==> src/design/pmbcb_pkg.sv <==
// Command codes, defaults, timing constants and carrier types of the maker command bank.
package pmbcb_pkg;

  ////////////////////////////////////////////////////////////////////////////
  localparam logic [7:0]  CMD_IOUT_PEAK   = 8'hD7;
  localparam logic [7:0]  CMD_RETRY_DLY   = 8'hDB;
  localparam logic [7:0]  CMD_RESTART_DLY = 8'hDC;
  localparam logic [7:0]  CMD_VOUT_PEAK   = 8'hDD;
  localparam logic [7:0]  CMD_VIN_PEAK    = 8'hDE;
  localparam logic [7:0]  CMD_TEMP1_PEAK  = 8'hDF;
  localparam logic [7:0]  CMD_CLR_PEAKS   = 8'hE3;
  localparam logic [7:0]  CMD_PAD_STATE   = 8'hE5;
  localparam logic [7:0]  CMD_DEV_ADDR    = 8'hE6;
  localparam logic [7:0]  CMD_PART_ID     = 8'hE7;
  localparam logic [7:0]  CMD_LOG_STORE   = 8'hEA;
  localparam logic [7:0]  CMD_LOG_CLEAR   = 8'hEC;
  localparam logic [7:0]  CMD_LOG_BLOCK   = 8'hEE;
  localparam logic [7:0]  CMD_COMMON      = 8'hEF;
  localparam logic [7:0]  CMD_COMPARE     = 8'hF0;
  localparam logic [7:0]  CMD_TEMP2_PEAK  = 8'hF4;
  localparam logic [7:0]  CMD_PWM_CFG     = 8'hF5;
  localparam logic [7:0]  CMD_SENSE_TC    = 8'hF6;
  localparam logic [7:0]  CMD_TEMP1_SLOPE = 8'hF8;
  localparam logic [7:0]  CMD_TEMP1_OFS   = 8'hF9;
  localparam logic [7:0]  CMD_RAIL_ADDR   = 8'hFA;
  localparam logic [7:0]  CMD_FULL_RESET  = 8'hFD;

  ////////////////////////////////////////////////////////////////////////////
  localparam logic [15:0] RETRY_DLY_DEF   = 16'hFABC;
  localparam logic [15:0] RESTART_DLY_DEF = 16'hFBE8;
  localparam logic [7:0]  DEV_ADDR_DEF    = 8'h4F;
  localparam logic [7:0]  PWM_CFG_DEF     = 8'h14;
  localparam logic [15:0] SENSE_TC_DEF    = 16'h0F3C;
  localparam logic [15:0] TEMP1_SLOPE_DEF = 16'h4000;
  localparam logic [15:0] TEMP1_OFS_DEF   = 16'h8000;
  localparam logic [7:0]  RAIL_ADDR_DEF   = 8'h80;
  localparam logic [7:0]  ADDR7_MASK      = 8'h7F;
  localparam logic [15:0] PEAK_CLR_VAL    = 16'h0000;

  ////////////////////////////////////////////////////////////////////////////
  localparam int unsigned CLK_PERIOD_NS = 50;
  localparam int unsigned MS_NS         = 1_000_000;
  localparam int unsigned CYC_PER_MS    = MS_NS / CLK_PERIOD_NS;

  ////////////////////////////////////////////////////////////////////////////
  typedef struct packed {
    logic        valid;
    logic        write;
    logic        send;
    logic [7:0]  page;
    logic [7:0]  code;
    logic [15:0] data;
  } pmbcb_req_t;

  typedef struct packed {
    logic [15:0] retry;
    logic [15:0] restart;
    logic [15:0] sense_tc;
    logic [15:0] t1_slope;
    logic [15:0] t1_ofs;
    logic [7:0]  rail;
  } pmbcb_chan_nv_t;

  typedef struct packed {
    logic [7:0] addr;
    logic [7:0] pwm;
  } pmbcb_dev_nv_t;

  localparam pmbcb_chan_nv_t CHAN_NV_DEF = '{RETRY_DLY_DEF, RESTART_DLY_DEF, SENSE_TC_DEF,
                                             TEMP1_SLOPE_DEF, TEMP1_OFS_DEF, RAIL_ADDR_DEF};
  localparam pmbcb_dev_nv_t  DEV_NV_DEF  = '{DEV_ADDR_DEF, PWM_CFG_DEF};

  // Linear 11-bit to whole milliseconds; negative values give zero, fractions are dropped.
  function automatic logic [15:0] pmbcb_l11_ms(input logic [15:0] v);
    logic signed [4:0] ex;
    logic [10:0]       mt;
    ex = v[15:11];
    mt = v[10:0];
    if (mt[10])
      return 16'h0000;
    else if (ex < 0)
      return 16'({5'h00, mt} >> (-ex));
    else
      return 16'({5'h00, mt} << ex);
  endfunction

endpackage

==> src/design/pmbcb_bank.sv <==
// Maker command bank: peaks, delays, addressing, fault log, non-volatile settings and reset.
module pmbcb_bank
  import pmbcb_pkg::*;
#(
  parameter int unsigned         NCH       = 2,
  parameter int unsigned         LOG_DEPTH = 16,
  parameter int unsigned         CYC_MS    = CYC_PER_MS,
  parameter logic [15:0]         PART_ID   = 16'h5A30  // Arbitrary identity value.
)(
  // Clock and reset
  input  wire logic                  i_ref_clk,
  input  wire logic                  i_srst,
  // Command port
  input  wire pmbcb_req_t            i_req,
  input  wire logic [7:0]            i_log_idx,
  output logic                       o_rsp_valid,
  output logic [15:0]                o_rsp_data,
  output logic                       o_cml_err,
  // Save and restore of all settings
  input  wire logic                  i_store_all,
  input  wire logic                  i_restore_all,
  // Measurements
  input  wire logic                  i_meas_valid,
  input  wire logic [NCH-1:0][15:0]  i_iout,
  input  wire logic [NCH-1:0][15:0]  i_vout,
  input  wire logic [NCH-1:0][15:0]  i_temp1,
  input  wire logic [15:0]           i_vin,
  input  wire logic [15:0]           i_temp2,
  input  wire logic [15:0]           i_pad_state,
  input  wire logic [7:0]            i_common,
  // Working fault log
  input  wire logic                  i_log_we,
  input  wire logic [7:0]            i_log_addr,
  input  wire logic [7:0]            i_log_data,
  // Channel control
  input  wire logic [NCH-1:0]        i_fault,
  input  wire logic [NCH-1:0]        i_restart,
  output logic [NCH-1:0]             o_retry_hold,
  output logic [NCH-1:0]             o_run_low,
  // Settings to the core
  output logic                       o_cmp_mismatch,
  output logic                       o_soft_reset,
  output logic [7:0]                 o_dev_addr,
  output logic [7:0]                 o_pwm_cfg
);

  localparam int CHW = (NCH > 1) ? $clog2(NCH) : 1;
  localparam int LW  = $clog2(LOG_DEPTH);

  ////////////////////////////////////////////////////////////////////////////
  // Command decode.
  pmbcb_chan_nv_t chan_nv_reg  [NCH];
  pmbcb_chan_nv_t chan_nvm_reg [NCH];
  pmbcb_chan_nv_t chan_nv_next [NCH];
  pmbcb_dev_nv_t  dev_nv_reg;
  pmbcb_dev_nv_t  dev_nvm_reg;
  pmbcb_dev_nv_t  dev_nv_next;
  logic [15:0]    iout_pk_reg  [NCH];
  logic [15:0]    vout_pk_reg  [NCH];
  logic [15:0]    temp1_pk_reg [NCH];
  logic [15:0]    vin_pk_reg;
  logic [15:0]    temp2_pk_reg;
  logic [7:0]     log_work     [LOG_DEPTH];
  logic [7:0]     log_nvm      [LOG_DEPTH];
  logic [15:0]    rd_data;
  logic           rd_ok;
  logic           cmp_diff;
  logic           rsp_valid_reg;
  logic [15:0]    rsp_data_reg;
  logic           cml_err_reg;
  logic           cmp_reg;
  logic           soft_rst_reg;

  wire  [CHW-1:0] pg      = i_req.page[CHW-1:0];
  wire            pg_ok   = (i_req.page < 8'(NCH));
  wire            do_rd   = i_req.valid && !i_req.write && !i_req.send;
  wire            do_wr   = i_req.valid && i_req.write && !i_req.send;
  wire            do_snd  = i_req.valid && i_req.send;
  wire            is_clr  = do_snd && (i_req.code == CMD_CLR_PEAKS);
  wire            is_lst  = do_snd && (i_req.code == CMD_LOG_STORE);
  wire            is_lclr = do_snd && (i_req.code == CMD_LOG_CLEAR);
  wire            is_cmp  = do_snd && (i_req.code == CMD_COMPARE);
  wire            is_frst = do_snd && (i_req.code == CMD_FULL_RESET);
  wire            snd_ok  = is_clr || is_lst || is_lclr || is_cmp || is_frst;
  wire            wr_dev  = (i_req.code == CMD_DEV_ADDR) || (i_req.code == CMD_PWM_CFG);
  wire            wr_chan = (i_req.code == CMD_RETRY_DLY) || (i_req.code == CMD_RESTART_DLY)
                          || (i_req.code == CMD_SENSE_TC) || (i_req.code == CMD_TEMP1_SLOPE)
                          || (i_req.code == CMD_TEMP1_OFS) || (i_req.code == CMD_RAIL_ADDR);
  wire            wr_ok   = do_wr && (wr_dev || (wr_chan && pg_ok));
  // Reload from storage on restore or full reset; power-up is the reset branch.
  wire            load_nv = i_restore_all || is_frst;
  wire            pk_clr  = is_clr || is_frst;
  wire [LW-1:0]   rd_idx  = i_log_idx[LW-1:0];

  ////////////////////////////////////////////////////////////////////////////
  // Write data per command; the two address bytes keep bit 7 as written only for the rail.
  always_comb
  begin
    dev_nv_next = dev_nv_reg;
    if (do_wr && i_req.code == CMD_DEV_ADDR)
      dev_nv_next.addr = i_req.data[7:0] & ADDR7_MASK;
    if (do_wr && i_req.code == CMD_PWM_CFG)
      dev_nv_next.pwm = i_req.data[7:0];
  end

  always_ff @(posedge i_ref_clk)
  begin
    if (i_srst)
    begin
      dev_nv_reg  <= DEV_NV_DEF;
      dev_nvm_reg <= DEV_NV_DEF;
    end
    else
    begin
      dev_nv_reg <= load_nv ? dev_nvm_reg : dev_nv_next;
      if (i_store_all)
        dev_nvm_reg <= dev_nv_reg;
    end
  end

  ////////////////////////////////////////////////////////////////////////////
  // Per channel: settings, peaks and the two hold timers.
  logic [NCH-1:0] ch_diff;

  for (genvar g = 0; g < NCH; g++)
  begin : g_ch
    wire sel = do_wr && pg_ok && (pg == CHW'(g));

    always_comb
    begin
      chan_nv_next[g] = chan_nv_reg[g];
      if (sel)
      begin
        case (i_req.code)
          CMD_RETRY_DLY:   chan_nv_next[g].retry    = i_req.data;
          CMD_RESTART_DLY: chan_nv_next[g].restart  = i_req.data;
          CMD_SENSE_TC:    chan_nv_next[g].sense_tc = i_req.data;
          CMD_TEMP1_SLOPE: chan_nv_next[g].t1_slope = i_req.data;
          CMD_TEMP1_OFS:   chan_nv_next[g].t1_ofs   = i_req.data;
          CMD_RAIL_ADDR:   chan_nv_next[g].rail     = i_req.data[7:0];
          default:         chan_nv_next[g] = chan_nv_reg[g];
        endcase
      end
    end

    always_ff @(posedge i_ref_clk)
    begin
      if (i_srst)
      begin
        chan_nv_reg[g]  <= CHAN_NV_DEF;
        chan_nvm_reg[g] <= CHAN_NV_DEF;
      end
      else
      begin
        chan_nv_reg[g] <= load_nv ? chan_nvm_reg[g] : chan_nv_next[g];
        if (i_store_all)
          chan_nvm_reg[g] <= chan_nv_reg[g];
      end
    end

    // A sample arriving with the clear starts the new peak, so it is not lost.
    always_ff @(posedge i_ref_clk)
    begin
      if (i_srst || (pk_clr && !i_meas_valid))
      begin
        iout_pk_reg[g]  <= PEAK_CLR_VAL;
        vout_pk_reg[g]  <= PEAK_CLR_VAL;
        temp1_pk_reg[g] <= PEAK_CLR_VAL;
      end
      else if (i_meas_valid)
      begin
        if (pk_clr || i_iout[g] > iout_pk_reg[g])
          iout_pk_reg[g] <= i_iout[g];
        if (pk_clr || i_vout[g] > vout_pk_reg[g])
          vout_pk_reg[g] <= i_vout[g];
        if (pk_clr || i_temp1[g] > temp1_pk_reg[g])
          temp1_pk_reg[g] <= i_temp1[g];
      end
    end

    assign ch_diff[g] = (chan_nv_reg[g] != chan_nvm_reg[g]);

    pmbcb_delay_timer #(.CYC_MS(CYC_MS)) u_retry (
      .i_ref_clk (i_ref_clk),
      .i_srst    (i_srst || is_frst),
      .i_start   (i_fault[g]),
      .i_ms      (pmbcb_l11_ms(chan_nv_reg[g].retry)),
      .o_busy    (o_retry_hold[g])
    );

    pmbcb_delay_timer #(.CYC_MS(CYC_MS)) u_restart (
      .i_ref_clk (i_ref_clk),
      .i_srst    (i_srst || is_frst),
      .i_start   (i_restart[g]),
      .i_ms      (pmbcb_l11_ms(chan_nv_reg[g].restart)),
      .o_busy    (o_run_low[g])
    );
  end

  ////////////////////////////////////////////////////////////////////////////
  // Unpaged peaks.
  always_ff @(posedge i_ref_clk)
  begin
    if (i_srst || (pk_clr && !i_meas_valid))
    begin
      vin_pk_reg   <= PEAK_CLR_VAL;
      temp2_pk_reg <= PEAK_CLR_VAL;
    end
    else if (i_meas_valid)
    begin
      if (pk_clr || i_vin > vin_pk_reg)
        vin_pk_reg <= i_vin;
      if (pk_clr || i_temp2 > temp2_pk_reg)
        temp2_pk_reg <= i_temp2;
    end
  end

  ////////////////////////////////////////////////////////////////////////////
  // Fault log: working copy written by the core, stored copy read back by block read.
  // Cleared at power-up so that a store before any fault never copies unknown bytes.
  always_ff @(posedge i_ref_clk)
  begin
    if (i_srst)
    begin
      for (int i = 0; i < LOG_DEPTH; i++)
        log_work[i] <= 8'h00;
    end
    else if (i_log_we && i_log_addr < 8'(LOG_DEPTH))
      log_work[i_log_addr[LW-1:0]] <= i_log_data;
  end

  // Storage is written a whole log at a time; a real array would need a sequencer here.
  always_ff @(posedge i_ref_clk)
  begin
    for (int i = 0; i < LOG_DEPTH; i++)
    begin
      if (i_srst || is_lclr)
        log_nvm[i] <= 8'h00;
      else if (is_lst)
        log_nvm[i] <= log_work[i];
    end
  end

  ////////////////////////////////////////////////////////////////////////////
  // Read multiplexer.
  assign cmp_diff = (|ch_diff) || (dev_nv_reg != dev_nvm_reg);

  always_comb
  begin
    rd_ok   = pg_ok;
    rd_data = 16'h0000;
    case (i_req.code)
      CMD_IOUT_PEAK:   rd_data = iout_pk_reg[pg];
      CMD_VOUT_PEAK:   rd_data = vout_pk_reg[pg];
      CMD_TEMP1_PEAK:  rd_data = temp1_pk_reg[pg];
      CMD_RETRY_DLY:   rd_data = chan_nv_reg[pg].retry;
      CMD_RESTART_DLY: rd_data = chan_nv_reg[pg].restart;
      CMD_SENSE_TC:    rd_data = chan_nv_reg[pg].sense_tc;
      CMD_TEMP1_SLOPE: rd_data = chan_nv_reg[pg].t1_slope;
      CMD_TEMP1_OFS:   rd_data = chan_nv_reg[pg].t1_ofs;
      CMD_RAIL_ADDR:   rd_data = {8'h00, chan_nv_reg[pg].rail};
      default:
      begin
        rd_ok = 1'b1;
        case (i_req.code)
          CMD_VIN_PEAK:   rd_data = vin_pk_reg;
          CMD_TEMP2_PEAK: rd_data = temp2_pk_reg;
          CMD_PAD_STATE:  rd_data = i_pad_state;
          CMD_DEV_ADDR:   rd_data = {8'h00, dev_nv_reg.addr};
          CMD_PART_ID:    rd_data = PART_ID;
          CMD_COMMON:     rd_data = {8'h00, i_common};
          CMD_PWM_CFG:    rd_data = {8'h00, dev_nv_reg.pwm};
          CMD_LOG_BLOCK:  rd_data = (i_log_idx < 8'(LOG_DEPTH)) ? {8'h00, log_nvm[rd_idx]} : 16'h0000;
          default:        rd_ok = 1'b0;
        endcase
      end
    endcase
  end

  always_ff @(posedge i_ref_clk)
  begin
    if (i_srst)
    begin
      rsp_valid_reg <= 1'b0;
      rsp_data_reg  <= 16'h0000;
      cml_err_reg   <= 1'b0;
      cmp_reg       <= 1'b0;
      soft_rst_reg  <= 1'b0;
    end
    else
    begin
      rsp_valid_reg <= do_rd && rd_ok;
      rsp_data_reg  <= (do_rd && rd_ok) ? rd_data : 16'h0000;
      cml_err_reg   <= (do_rd && !rd_ok) || (do_wr && !wr_ok) || (do_snd && !snd_ok);
      cmp_reg       <= is_cmp ? cmp_diff : cmp_reg;
      soft_rst_reg  <= is_frst;
    end
  end

  assign o_rsp_valid    = rsp_valid_reg;
  assign o_rsp_data     = rsp_data_reg;
  assign o_cml_err      = cml_err_reg;
  assign o_cmp_mismatch = cmp_reg;
  assign o_soft_reset   = soft_rst_reg;
  assign o_dev_addr     = dev_nv_reg.addr;
  assign o_pwm_cfg      = dev_nv_reg.pwm;
endmodule // pmbcb_bank

==> src/design/pmbcb_delay_timer.sv <==
// Millisecond hold timer: busy from a start pulse for a given number of whole milliseconds.
module pmbcb_delay_timer
  import pmbcb_pkg::*;
#(
  parameter int unsigned CYC_MS = CYC_PER_MS
)(
  // Clock and reset
  input  wire logic        i_ref_clk,
  input  wire logic        i_srst,
  // Control
  input  wire logic        i_start,
  input  wire logic [15:0] i_ms,
  // Status
  output logic             o_busy
);

  localparam int CW = $clog2(CYC_MS + 1);

  logic [CW-1:0] cyc_reg;
  logic [15:0]   ms_reg;
  logic          busy_reg;
  wire           ms_edge = (cyc_reg == CW'(CYC_MS - 1));
  wire           last_ms = (ms_reg <= 16'h0001);

  // The cycle count restarts with each start so a full millisecond is always spent.
  always_ff @(posedge i_ref_clk)
  begin
    if (i_srst)
    begin
      cyc_reg  <= '0;
      ms_reg   <= 16'h0000;
      busy_reg <= 1'b0;
    end
    else if (i_start)
    begin
      cyc_reg  <= '0;
      ms_reg   <= i_ms;
      busy_reg <= (i_ms != 16'h0000);
    end
    else if (busy_reg)
    begin
      cyc_reg  <= ms_edge ? '0 : CW'(cyc_reg + 1'b1);
      ms_reg   <= ms_edge ? 16'(ms_reg - 1'b1) : ms_reg;
      busy_reg <= !(ms_edge && last_ms);
    end
  end

  assign o_busy = busy_reg;

endmodule // pmbcb_delay_timer

==> config.mk <==
export PLATFORM = sky130hd
export DESIGN_NAME = pmbcb_bank
export DESIGN_NICKNAME = d
export VERILOG_FILES = /design/src/design/pmbcb_pkg.sv /design/src/design/pmbcb_bank.sv /design/src/design/pmbcb_delay_timer.sv
export SDC_FILE = /design/constraint.sdc
export NUM_CORES = 2
export LEC_CHECK = 0
export BUFFER_PORTS_ARGS = -buffer_cell sky130_fd_sc_hd__buf_2
export CAP_MARGIN = 20
export CORE_MARGIN = 3
export CORE_UTILIZATION = 42
export DETAILED_ROUTE_END_ITERATION = 8
export PLACE_DENSITY = 0.67
export SETUP_SLACK_MARGIN = 0.3
export SLEW_MARGIN = 20
export SYNTH_ARGS = -nofsm -noshare
export SYNTH_HDL_FRONTEND = slang
export SYNTH_HIERARCHICAL = 1
export SYNTH_SLANG_ARGS = --single-unit
export TNS_END_PERCENT = 100
==> constraint.sdc <==
create_clock -name i_ref_clk -period 5.3 [get_ports i_ref_clk]
set_clock_uncertainty 0.15 [all_clocks]
set_input_delay 0.53 -clock i_ref_clk [delete_from_list [all_inputs] [get_ports i_ref_clk]]
set_output_delay 0.53 -clock i_ref_clk [all_outputs]
set_load 0.1 [all_outputs]
==> results.sh <==
export IMPL_pin_count_of_the_biggest_net_entering_global_routing=177
export IMPL_synthDominantAreaCellType="edfxtp_1"
export IMPL_final_sum_of_negative_setup_slack_ns=0
export IMPL_reg2reg_to="g_ch[0].u_retry/o_busy$_SDFF_PP0_"
export IMPL_path_delay_family="flip-flops"
export IMPL_cts_buffers=103
export IMPL_crit_path_max_incr_delay_ns=0.88
export IMPL_final_hold_worst_slack_ns=0.0288
export IMPL_routed_vias_inst=6.00
export IMPL_timing_critical_path_arrival_ns=4.37
export IMPL_grt_pass1_wl_um=254000
export IMPL_num_io_pins=261
export IMPL_final_nets=5599
export IMPL_ir_drop_mv=0.298
export IMPL_final_min_period_over_clock_period=0.746
export IMPL_worstPathMaxFanout=21
export IMPL_r2r_start="chan_nv_reg[0][84]$_SDFFE_PP1P_"
export IMPL_synth_avg_cell_area_um2=10.2
export IMPL_synth_warning_count=6
export IMPL_timing_final_max_slew_violations=0
export IMPL_drv_cap=0
export IMPL_critPathBufInv=1
export IMPL_power_density_nw_per_um2=317
export IMPL_worstSetupStartpointType="flip-flop"
export IMPL_area_of_the_mapped_netlist_um2=51300
export IMPL_number_of_global_route_vias_before_repair=39700
export IMPL_run_status="complete, no violations"
export IMPL_leakage_nw=21.8
export IMPL_detailed_place_hpwl_um=119000
export IMPL_postCtsSetupBuffers=0
export IMPL_drive_gt1_frac=0.127
export IMPL_dominantRegCellSynth="edfxtp_1"
export IMPL_finalSetupViolations=0
export IMPL_wl_per_cell_um=24.4
export IMPL_tritoncts_num_sinks=916
export IMPL_area_growth_synth_to_final_pct=14.2
export IMPL_critical_path_most_common_cell="nor2_1"
export IMPL_preCtsSetupSlack_ns=1.32
export IMPL_grt_antenna_before_repair=22
export IMPL_die_footprint_um2=126000
export IMPL_vias=41700
export IMPL_place_port_buffers=260
export IMPL_final_antenna_net_count=0
export IMPL_ffs_latches_synth=916
export IMPL_maxSlewHeadroom=0.141
export IMPL_root_buffer="clkbuf_16"
export IMPL_route_final_wire_length_um=170000
export IMPL_cts_clk_slew_worst_paths_ns=0.06
export IMPL_worstHoldPathType="input port to flip-flop"
export IMPL_criticalPathCategory="flip-flop to flip-flop"
export IMPL_endpoint_kind="flip-flop"
export IMPL_max_clock_path_buffers=3
export IMPL_finalWorstPathRequiredPeriod_ns=3.95
export IMPL_synth_edff_count=528
export IMPL_first_pass_iters=6
export IMPL_core_area_um2=121000
export IMPL_finalHoldViolCount=0
export IMPL_worst_path_max_delay_cell="dfxtp_1"
export IMPL_grt_setup_unrepaired="false"
export IMPL_cp_data_required_time_ns=5.72
export IMPL_synth_distinct_cells=92
export IMPL_critical_path_startpoint="chan_nv_reg[0][84]$_SDFFE_PP1P_"
export IMPL_critical_path_cell_chain="inv_1, ha_1, mux2_2, nor2_1, a21oi_1, mux2i_1, o32a_1, nor2_1, nor4_1, nand4_1, o41ai_1, a31oi_1"
export IMPL_clock_insertion_delay_worst_skew_ns=0.76
export IMPL_num_rows=127
export IMPL_timing_critical_path_to="g_ch[0].u_retry/o_busy$_SDFF_PP0_"
export IMPL_track_usage=0.263
export IMPL_finalWorstSetupSlack_ns=1.35
export IMPL_drt_first_iter_violations=5442
export IMPL_reg2reg_slack_ns=1.35
export IMPL_max_slew_worst_pin_slew_ns=1.29
export IMPL_fraction_of_the_yosys_area_taken_by_sequential_cells=0.461
export IMPL_clock_tree_from_tritoncts="done"
export IMPL_synth_async_sr_flop_share=0
export IMPL_postSynthCellCount=5043
export IMPL_cts_htree_levels=3
export IMPL_synth_top_cells_by_area="edfxtp_1 (31%), dfxtp_1 (15%), and2_1 (6.0%)"
export IMPL_n_fill_cell=10900
export IMPL_fp_dieW_um=355
export IMPL_finalWeightedCongestion=1.02
export IMPL_die_y_um=355
export IMPL_synth_top_area_share=0.309
export IMPL_worstSetupPathDepth=12
export IMPL_drt_drc_violations_left=0
export IMPL_starting_density=0.425
export IMPL_worstRegToRegCells=12
export IMPL_synth_net_count=5408
export IMPL_grt_overflow=0
export IMPL_achievable_frequency_mhz=253
cell type report:
cell class / count / area [um^2] / area share
multi-input combinational: 3541 / 25300 / 0.432
sequential: 916 / 23600 / 0.403
timing repair buffer: 451 / 3200 / 0.0546
clock buffer: 129 / 2800 / 0.0478
tap: 1612 / 2020 / 0.0344
inverter: 221 / 832 / 0.0142
clock inverter: 65 / 785 / 0.0134
antenna: 13 / 32.5 / 0.000556
timing repair:
item / in CTS / in global routing
resized for setup: 0 / 0
hold endpoints to repair: 138 / 0
hold buffers: 134 / 0
synthesized netlist by cell type, types with 46 or more instances:
cell type and instances:
edfxtp_1 528, and2_1 492, nor2_1 415, dfxtp_1 388, xnor2_1 250, clkbuf_1 231, mux2i_1 224, nand2_1 223
inv_1 219, a211oi_1 216, a21oi_1 213, ha_1 144, nand4_1 136, buf_2 97, nor3_1 92, o21ai_0 74
nand2b_1 72, o21ai_1 70, mux4_2 69, nand3_1 61, nor4_1 61, o211ai_1 61, o22ai_1 58, o21a_1 55
a21o_1 52, xor2_1 47, a22oi_1 46
cells in the final DEF (no fill, tap or decap), drive strengths merged, types with 217 or more instances in the layout:
cell | Yosys | layout
edfxtp | 528 | 528
and2 | 492 | 492
nor2 | 421 | 421
dfxtp | 388 | 388
buf | 132 | 317
xnor2 | 250 | 250
nand2 | 227 | 227
inv | 221 | 227
mux2i | 224 | 224
a211oi | 217 | 217
cells by family (layout without fill, tap and decap cells):
| group | after synthesis | after routing | synth area share |
|---|---|---|---|
| XOR/XNOR | 297 | 297 | 0.0507 |
| other | 0 | 13 | 0 |
| AND/OR/NAND/NOR | 1758 | 1758 | 0.190 |
| flip-flops | 916 | 916 | 0.461 |
| AO/OA/AOI/OAI | 1022 | 1022 | 0.136 |
| multiplexers | 320 | 320 | 0.0800 |
| adder cells (fa/ha/maj) | 144 | 144 | 0.0351 |
| buffers and inverters | 586 | 866 | 0.0472 |
per-layer routing:
| metal | GRT usage | up-vias | wire length [um] |
|---|---|---|---|
| met1 | 0.355 | 20300 | 69400 |
| met4 | 0.128 | 16 | 9580 |
| met5 | 0 | - | 105 |
| li1 | - | 18800 | - |
| met3 | 0.0636 | 489 | 16900 |
| met2 | 0.395 | 2119 | 73700 |
worst min-delay path by stage:
stage	from	end	slack (ns)	cells past startpoint
after floorplan	dev_nvm_reg[15]$_SDFFE_PP0P_	o_dev_addr[7]$_SDFFE_PP0P_	0.31	2
after global placement	dev_nvm_reg[15]$_SDFFE_PP0P_	o_dev_addr[7]$_SDFFE_PP0P_	0.32	2
after detailed placement	temp2_pk_reg[4]$_SDFFE_PP0P_	temp2_pk_reg[4]$_SDFFE_PP0P_	0.33	2
after CTS	i_req[0]	o_pwm_cfg[0]$_SDFFE_PP0P_	0.002	3
after global routing	i_req[0]	o_dev_addr[0]$_SDFFE_PP1P_	0.01	3
final	i_req[0]	o_pwm_cfg[0]$_SDFFE_PP0P_	0.03	3
through the flow:
| stage | power (W) | cell area, um^2 | cells | utilization |
|---|---|---|---|---|
| 2_1_floorplan | 0.00998 | 51300 | 5043 | - |
| 3_3_place_gp | 0.0108 | 53600 | 6605 | 0.444 |
| 3_5_place_dp | 0.0109 | 53600 | 6605 | 0.444 |
| 4_1_cts | 0.0185 | 58500 | 6933 | 0.485 |
| 5_1_grt | 0.0191 | 58600 | 6944 | 0.485 |
| 6_report | 0.0186 | 58600 | 6948 | 0.486 |
report_power, final:
group | switching (W) | leakage, nW | internal (W) | total (W)
registers | 0.000414 | 8.53 | 0.00790 | 0.00832
logic | 0.00160 | 11.5 | 0.000990 | 0.00259
clock network | 0.00319 | 1.75 | 0.00446 | 0.00765
total | 0.00521 | 21.8 | 0.0133 | 0.0186
worst reg2reg max path: stages (launching register included):
cell and delay [ns]:
dfxtp_1 0.88, inv_1 0.18, ha_1 0.70, mux2_2 0.41, nor2_1 0.13, a21oi_1 0.06, mux2i_1 0.17, o32a_1 0.16
nor2_1 0.05, nor4_1 0.32, nand4_1 0.15, o41ai_1 0.35, a31oi_1 0.07
Note: power is estimated with default switching activity, not from simulation.
